===== config.mk =====
export PLATFORM = sky130hd
export DESIGN_NAME = adc_input_mix_routing_regs
export DESIGN_NICKNAME = d
export VERILOG_FILES = /design/src/adc_mix_routing_pkg.sv /design/src/gain_step_if.sv /design/src/adc_input_mix_routing_regs.sv /design/src/mix_level_decoder.sv /design/src/pga_gain_stepper.sv
export SDC_FILE = /design/constraint.sdc
export NUM_CORES = 1
export LEC_CHECK = 0
export BUFFER_PORTS_ARGS = -buffer_cell sky130_fd_sc_hd__buf_2
export CORE_MARGIN = 1.5
export CORE_UTILIZATION = 54
export DETAILED_ROUTE_END_ITERATION = 7
export GPL_TIMING_DRIVEN = 0
export HOLD_SLACK_MARGIN = 0.05
export PLACE_DENSITY = 0.85
export SYNTH_ARGS = -nofsm -noshare
export SYNTH_HDL_FRONTEND = slang
export SYNTH_SLANG_ARGS = --single-unit

===== constraint.sdc =====
create_clock -name core_clk_i -period 4.6 [get_ports core_clk_i]
set_input_delay 0.46 -clock core_clk_i [delete_from_list [all_inputs] [get_ports core_clk_i]]
set_output_delay 0.46 -clock core_clk_i [all_outputs]
set_load 0.005 [all_outputs]

===== src/adc_mix_routing_pkg.sv =====
package adc_mix_routing_pkg;

   // ==========================================================
   // register map
   localparam int  ADDR_W              = 8;
   localparam int  DATA_W              = 8;
   localparam logic [ADDR_W-1:0] MIC_THREE_TO_LEFT_ADC_MIX_ADDR     = 8'h11;
   localparam logic [ADDR_W-1:0] MIC_THREE_TO_RIGHT_ADC_MIX_ADDR    = 8'h12;
   localparam logic [ADDR_W-1:0] LINE_ONE_LEFT_TO_LEFT_ADC_MIX_ADDR = 8'h13;

   // ==========================================================
   // field layout
   localparam int  LEVEL_W             = 4;
   localparam int  HI_LEVEL_LSB        = 4;
   localparam int  LO_LEVEL_LSB        = 0;
   localparam int  LINE_LEVEL_LSB      = 3;
   localparam int  LINE_DIFF_BIT       = 7;
   localparam int  ADC_POWER_BIT       = 2;
   localparam int  STEP_RATE_LSB       = 0;
   localparam int  STEP_RATE_W         = 2;

   // ==========================================================
   // reset values
   localparam logic [DATA_W-1:0] MIC_MIX_RESET  = 8'hff;
   localparam logic [DATA_W-1:0] LINE_MIX_RESET = 8'h78;

   // ==========================================================
   // level codes
   localparam logic [LEVEL_W-1:0] LEVEL_MAX_ATTEN  = 4'h8;
   localparam logic [LEVEL_W-1:0] LEVEL_DISCONNECT = 4'hf;
   // attenuation reported in half-dB units: one code step is three units
   localparam int  ATTEN_W             = 5;
   localparam logic [ATTEN_W-1:0] ATTEN_PER_CODE = 5'h03;

   // ==========================================================
   // routed inputs, one per level field
   localparam int  ROUTE_COUNT         = 5;
   localparam int  ROUTE_MIC_LEFT_TO_LEFT   = 0;
   localparam int  ROUTE_MIC_RIGHT_TO_LEFT  = 1;
   localparam int  ROUTE_MIC_LEFT_TO_RIGHT  = 2;
   localparam int  ROUTE_MIC_RIGHT_TO_RIGHT = 3;
   localparam int  ROUTE_LINE_LEFT_TO_LEFT  = 4;

   // ==========================================================
   // gain stepping
   localparam int  GAIN_W              = 7;
   localparam logic [GAIN_W-1:0] GAIN_RESET = 7'h00;
   localparam logic [GAIN_W-1:0] GAIN_STEP  = 7'h01;

   typedef enum logic [STEP_RATE_W-1:0] {
      STEP_EVERY_SAMPLE = 2'b00,
      STEP_EVERY_TWO    = 2'b01,
      STEP_OFF_A        = 2'b10,
      STEP_OFF_B        = 2'b11
   } step_rate_t;

   typedef logic [LEVEL_W-1:0] level_code_t;
   typedef logic [ATTEN_W-1:0] atten_t;
   typedef logic [GAIN_W-1:0]  gain_t;

endpackage


===== src/gain_step_if.sv =====
`timescale 1ns/1ps
interface gain_step_if;
   import adc_mix_routing_pkg::*;

   gain_t       target;
   step_rate_t  rate;
   logic        tick;
   gain_t       gain;
   logic        busy;

   modport ctrl (
      output target,
      output rate,
      output tick,
      input  gain,
      input  busy
   );

   modport stepper (
      input  target,
      input  rate,
      input  tick,
      output gain,
      output busy
   );
endinterface


===== src/adc_input_mix_routing_regs.sv =====
`timescale 1ns/1ps
module adc_input_mix_routing_regs (
   input  wire logic                               core_clk_i,
   input  wire logic                               reset_i,
   input  wire logic [adc_mix_routing_pkg::ADDR_W-1:0] reg_addr_i,
   input  wire logic                               reg_wr_i,
   input  wire logic [adc_mix_routing_pkg::DATA_W-1:0] reg_wdata_i,
   input  wire logic                               reg_rd_i,
   output logic      [adc_mix_routing_pkg::DATA_W-1:0] reg_rdata_o,
   output logic                                    reg_hit_o,
   output logic      [adc_mix_routing_pkg::ROUTE_COUNT-1:0] route_connect_o,
   output adc_mix_routing_pkg::atten_t [adc_mix_routing_pkg::ROUTE_COUNT-1:0]
                                                   route_atten_o,
   output logic                                    line_one_left_diff_o,
   output logic                                    left_adc_power_up_o,
   input  wire adc_mix_routing_pkg::gain_t         left_pga_target_i,
   input  wire logic                               sample_tick_i,
   output adc_mix_routing_pkg::gain_t              left_pga_gain_o,
   output logic                                    left_pga_stepping_o,
   output logic                                    reserved_code_write_o
);
   import adc_mix_routing_pkg::*;

   // ==========================================================
   // storage
   logic [DATA_W-1:0] mic_three_to_left_adc_mix;
   logic [DATA_W-1:0] mic_three_to_right_adc_mix;
   logic [DATA_W-1:0] line_one_left_to_left_adc_mix;

   // ==========================================================
   // address decode
   wire logic sel_mic_left;
   wire logic sel_mic_right;
   wire logic sel_line_left;
   wire logic sel_any;
   wire logic wr_mic_left;
   wire logic wr_mic_right;
   wire logic wr_line_left;

   assign sel_mic_left  = (reg_addr_i == MIC_THREE_TO_LEFT_ADC_MIX_ADDR);
   assign sel_mic_right = (reg_addr_i == MIC_THREE_TO_RIGHT_ADC_MIX_ADDR);
   assign sel_line_left = (reg_addr_i == LINE_ONE_LEFT_TO_LEFT_ADC_MIX_ADDR);
   assign sel_any       = sel_mic_left || sel_mic_right || sel_line_left;
   assign wr_mic_left   = reg_wr_i && sel_mic_left;
   assign wr_mic_right  = reg_wr_i && sel_mic_right;
   assign wr_line_left  = reg_wr_i && sel_line_left;

   // ==========================================================
   // register writes
   always_ff @(posedge core_clk_i) begin
      if (reset_i) begin
         mic_three_to_left_adc_mix     <= MIC_MIX_RESET;
         mic_three_to_right_adc_mix    <= MIC_MIX_RESET;
         line_one_left_to_left_adc_mix <= LINE_MIX_RESET;
      end else begin
         if (wr_mic_left) begin
            mic_three_to_left_adc_mix <= reg_wdata_i;
         end
         if (wr_mic_right) begin
            mic_three_to_right_adc_mix <= reg_wdata_i;
         end
         if (wr_line_left) begin
            line_one_left_to_left_adc_mix <= reg_wdata_i;
         end
      end
   end

   // ==========================================================
   // read back
   wire logic [DATA_W-1:0] read_mux;

   assign read_mux =
      sel_mic_left  ? mic_three_to_left_adc_mix :
      sel_mic_right ? mic_three_to_right_adc_mix :
      sel_line_left ? line_one_left_to_left_adc_mix : '0;

   always_ff @(posedge core_clk_i) begin
      if (reset_i) begin
         reg_rdata_o <= '0;
         reg_hit_o   <= 1'b0;
      end else if (reg_rd_i) begin
         reg_rdata_o <= read_mux;
         reg_hit_o   <= sel_any;
      end
   end

   // ==========================================================
   // field extraction
   level_code_t level_field [ROUTE_COUNT];

   assign level_field[ROUTE_MIC_LEFT_TO_LEFT] =
      mic_three_to_left_adc_mix[HI_LEVEL_LSB +: LEVEL_W];
   assign level_field[ROUTE_MIC_RIGHT_TO_LEFT] =
      mic_three_to_left_adc_mix[LO_LEVEL_LSB +: LEVEL_W];
   assign level_field[ROUTE_MIC_LEFT_TO_RIGHT] =
      mic_three_to_right_adc_mix[HI_LEVEL_LSB +: LEVEL_W];
   assign level_field[ROUTE_MIC_RIGHT_TO_RIGHT] =
      mic_three_to_right_adc_mix[LO_LEVEL_LSB +: LEVEL_W];
   assign level_field[ROUTE_LINE_LEFT_TO_LEFT] =
      line_one_left_to_left_adc_mix[LINE_LEVEL_LSB +: LEVEL_W];

   // ==========================================================
   // level decoders, one per routed input
   genvar r;
   generate
      for (r = 0; r < ROUTE_COUNT; r++) begin : g_route
         mix_level_decoder u_dec (
            .core_clk_i (core_clk_i),
            .reset_i    (reset_i),
            .code_i     (level_field[r]),
            .connect_o  (route_connect_o[r]),
            .atten_o    (route_atten_o[r])
         );
      end
   endgenerate

   // ==========================================================
   // reserved level code watch
   // flags a write that puts a reserved code in any level field; the
   // decoders still treat such a code as disconnected
   function automatic logic is_reserved(input level_code_t c);
      is_reserved = (c > LEVEL_MAX_ATTEN) && (c != LEVEL_DISCONNECT);
   endfunction

   wire logic bad_hi;
   wire logic bad_lo;
   wire logic bad_line;
   wire logic bad_write;

   assign bad_hi    = is_reserved(reg_wdata_i[HI_LEVEL_LSB +: LEVEL_W]);
   assign bad_lo    = is_reserved(reg_wdata_i[LO_LEVEL_LSB +: LEVEL_W]);
   assign bad_line  = is_reserved(reg_wdata_i[LINE_LEVEL_LSB +: LEVEL_W]);
   assign bad_write = ((wr_mic_left || wr_mic_right) && (bad_hi || bad_lo)) ||
                      (wr_line_left && bad_line);

   always_ff @(posedge core_clk_i) begin
      if (reset_i) begin
         reserved_code_write_o <= 1'b0;
      end else begin
         reserved_code_write_o <= bad_write;
      end
   end

   // ==========================================================
   // mode and power controls
   // the right-side copy of the line mode lives elsewhere; software keeps
   // both copies equal, nothing here cross-checks them
   always_ff @(posedge core_clk_i) begin
      if (reset_i) begin
         line_one_left_diff_o <= 1'b0;
         left_adc_power_up_o  <= 1'b0;
      end else begin
         line_one_left_diff_o <=
            line_one_left_to_left_adc_mix[LINE_DIFF_BIT];
         left_adc_power_up_o  <=
            line_one_left_to_left_adc_mix[ADC_POWER_BIT];
      end
   end

   // ==========================================================
   // left gain soft stepping
   gain_step_if step_bus ();

   assign step_bus.target = left_pga_target_i;
   assign step_bus.rate   = step_rate_t'(
      line_one_left_to_left_adc_mix[STEP_RATE_LSB +: STEP_RATE_W]
   );
   assign step_bus.tick   = sample_tick_i;

   pga_gain_stepper u_stepper (
      .core_clk_i (core_clk_i),
      .reset_i    (reset_i),
      .step       (step_bus.stepper)
   );

   assign left_pga_gain_o     = step_bus.gain;
   assign left_pga_stepping_o = step_bus.busy;

endmodule


===== src/mix_level_decoder.sv =====
`timescale 1ns/1ps
module mix_level_decoder (
   input  wire logic                        core_clk_i,
   input  wire logic                        reset_i,
   input  wire adc_mix_routing_pkg::level_code_t code_i,
   output logic                             connect_o,
   output adc_mix_routing_pkg::atten_t      atten_o
);
   import adc_mix_routing_pkg::*;

   // ==========================================================
   // decode
   wire logic   valid_code;
   wire atten_t next_atten;

   // reserved codes are treated as disconnected so a stray write is silent
   assign valid_code = (code_i <= LEVEL_MAX_ATTEN);
   assign next_atten = valid_code ?
      atten_t'(code_i) * ATTEN_PER_CODE : '0;

   // ==========================================================
   // registered outputs
   always_ff @(posedge core_clk_i) begin
      if (reset_i) begin
         connect_o <= 1'b0;
         atten_o   <= '0;
      end else begin
         connect_o <= valid_code;
         atten_o   <= next_atten;
      end
   end
endmodule


===== src/pga_gain_stepper.sv =====
`timescale 1ns/1ps
module pga_gain_stepper (
   input  wire logic    core_clk_i,
   input  wire logic    reset_i,
   gain_step_if.stepper step
);
   import adc_mix_routing_pkg::*;

   // ==========================================================
   // interval selection
   logic  half_phase;
   wire logic  stepping_on;
   wire logic  step_now;
   wire logic  go_up;
   wire logic  at_target;
   wire gain_t next_gain;

   assign stepping_on = (step.rate == STEP_EVERY_SAMPLE) ||
                        (step.rate == STEP_EVERY_TWO);
   assign step_now    = step.tick &&
      ((step.rate == STEP_EVERY_SAMPLE) || half_phase);
   assign at_target   = (step.gain == step.target);
   assign go_up       = (step.target > step.gain);
   assign next_gain   = !stepping_on ? step.target :
                        (at_target || !step_now) ? step.gain :
                        go_up ? step.gain + GAIN_STEP :
                                step.gain - GAIN_STEP;
   assign step.busy   = stepping_on && !at_target;

   // ==========================================================
   // state
   always_ff @(posedge core_clk_i) begin
      if (reset_i) begin
         step.gain  <= GAIN_RESET;
         half_phase <= 1'b0;
      end else begin
         step.gain <= next_gain;
         // the phase toggles per sample so every-two waits a full pair
         if (step.tick) begin
            half_phase <= !half_phase;
         end
      end
   end
endmodule


==> metrics.txt <==
Slew @ Worst Pin=0.6669 ns; Buf/Inv on CP=1; Slew Viols, Final=0; clk_skew=0.007630 ns; syn_area_per_cell=8.833 um2; Slew headroom=between 50 and 60%; via count=3212; layout cells sized above 1=approximately 22%; Slowest-stage cell, CP=dfxtp_1; sequential fraction of the synthesis area=39.93%; post-route cell area=0.004432 mm2; Peak VDD IR=0.0001516 V; FMAX=~310 MHz; die area=0.007376 mm2; Final Hold Vio Count=0; final non-filler cell total=592; Avg WL per Cell=14.18 um; Synth Cell Area=0.003710 mm2; synth unique cells=40; total chip power=1.666 mW; Worst Setup End Kind=flop; most common cell after layout, fill and taps aside=buf_2; met2 Usage GRT=39.58%; worst-path maximum fanout=6; PostCTS Resize Cnt=0; Yosys warnings=0; setup TNS=0 ns; starting DRC count in detailed routing=128; chip width=85.89 um; share of the synthesized area in the top cell type=39.93%; run status=finished, final reports clean; Total Nets Final=578; grt met3 use=4.042%; # hold bufs at CTS=0; Clock Path Buffers=2; area of the core=0.006719 mm2; total grt overflow=0; Max H-tree Level=3; CTS tree=built; fin worst setup slack=1.342 ns; Clk Tree Root Cell=clkbuf_8; Worst-path clk slew=0.08 ns; synthesized flop and latch total=74; # setup viols final=0; routability cong.=0.8637; CTS Sinks=74; vias in the first global route=3054; Rows=30; max-cap violation count=0; initial antenna violation count=0; Port Buffers=76; initial core utilization=55.21%; RSZ-0062 raised after global routing=false; post-synth top area cell=dfxtp_1; DR pass1 iterations=4; vias per inst=5.426; Antenna diodes=0; arrival time at the worst endpoint=3.54 ns; Setup Fix Bufs, Post-CTS=0; Top FF cell, synth=dfxtp_1; Synth area leaders=dfxtp_1, ha_1, nor2_1; I/O Pins=78; CP peak stage delay=about 0.37 ns; Setup CP Type=reg -> reg; period utilisation layout=70.82%; Hold Crit Class=in -> reg; Layout Area Growth over Synthesis=19.46%; syn_nets=~500; most frequent cells in the layout=buf_2, dfxtp_1, nor2_1, nand2_1, ha_1; Inst Count DP=576; first-pass GRT wire length=13.71 mm; Setup WS pre-CTS=between 1 and 1.5 ns; met1 usage=28.54%; cell leakage power=2.283 nW; DP HPWL=slightly above 6 mm; largest net degree at the start of global routing=14; Num CTS Buffers=9; Synth Instances=420; DRC=0; critical path startpoint category=flop; Worst-Skew Late Latency=0.36 ns; Routed WL=8.395 mm; remaining antenna violation count=0; busiest layer in global routing=met2; Die Ht=85.89 um; CP required=4.88 ns; Tot GR Track Use=23.85%; FFs w/ async S/R, synth=0%; number of synthesized flops with an enable pin=0; delay-heaviest family, CP=simple AND/OR/NAND/NOR gates; Placement Cell Area=0.004190 mm2; CP Cell Sequence=inv_1 > ha_1 > a211oi_1 > nor2_1 > nor3_1 > or2_2 > ha_1 > a211oi_1 > o21bai_1 > a21oi_1 > xnor2_1 > and4_1 > nor3_1; crit path time final=around 3.3 ns; power per cell area=375.9 mW/mm2
[metal layers]
layer	part of all wire [%]	vias to the layer above
met4	4.0	0
met1	42	1485
li1	-	1579
met5	0	-
met3	5.3	31
met2	49	117
[per-stage QoR]
step / utilization (%) / hold slack [ns]
after global placement: 62.37 / 0.4612
after global routing: 65.96 / 0.3615
after CTS: 65.96 / 0.3396
final: 65.96 / 0.3489
after detailed placement: 62.37 / 0.4657
after floorplan: - / 0.4539
[worst paths after layout]
check | slack, ns | start | depth (start not counted) | to
worst min register to register | 0.47 | reg_hit_o$_SDFFE_PP0P_ | 2 | reg_hit_o$_SDFFE_PP0P_
worst max register to register | 1.34 | u_stepper.step.gain[4]$_SDFFE_PP0P_ | 13 | u_stepper.step.gain[6]$_SDFFE_PP0P_
worst min-delay path | 0.35 | reset_i | 2 | left_adc_power_up_o$_SDFF_PP0_
worst max-delay path | 1.34 | u_stepper.step.gain[4]$_SDFFE_PP0P_ | 13 | u_stepper.step.gain[6]$_SDFFE_PP0P_
[power breakdown]
part	internal (mW)	switching, mW	leakage, nW
clock	0.360	0.249	0.123
sequential	0.663	0.0252	0.598
combinational	0.163	0.206	1.56
total	1.19	0.480	2.28
[area by class of cell]
class | count | area [um2]
well taps | 80 | 100.1
multi-input cells | 289 | 1951
clock inverters | 7 | 117.6
plain buffers | 19 | 135.1
repair buffers | 76 | 380.4
fillers | 543 | 2287
inverters | 38 | 142.6
flip-flops and latches | 74 | 1481
clock buffers | 9 | 123.9
[registers in the layout, summed over array words and instances (netlist names), 5 cells and up]
name and cells:
mic_three_to_right_adc_mix 8, mic_three_to_left_adc_mix 8, u_stepper.step.gain 7, g_route.u_dec.atten_o 25, reg_rdata_o 8, g_route.u_dec.connect_o 5
line_one_left_to_left_adc_mix 8
[synth_stat cells, types with 5 or more instances]
library cell	n
buf_4	6
mux2i_1	7
xor2_1	7
nand2_1	48
a21oi_1	22
o211ai_1	18
o21ai_0	15
xnor2_1	9
inv_1	36
clkbuf_1	7
dfxtp_1	74
a22oi_1	8
a211oi_1	5
and2_1	5
nand3_1	12
nor2_1	61
fa_1	6
ha_1	37
[logic make-up (layout without fill, tap and decap cells)]
| logic type | count (synthesis) | count (layout) | synth area share, % |
|---|---|---|---|
| adders and majority gates | 43 | 43 | 15.72 |
| buffers and inverters | 57 | 149 | 7.487 |
| muxes | 9 | 9 | 2.496 |
| AOI/OAI and AO/OA | 73 | 73 | 12.34 |
| and+or+nand+nor | 148 | 148 | 18.25 |
| DFF | 74 | 74 | 39.93 |
| xor gates and xnor gates | 16 | 16 | 3.778 |
(Power assumes the default switching activity.)
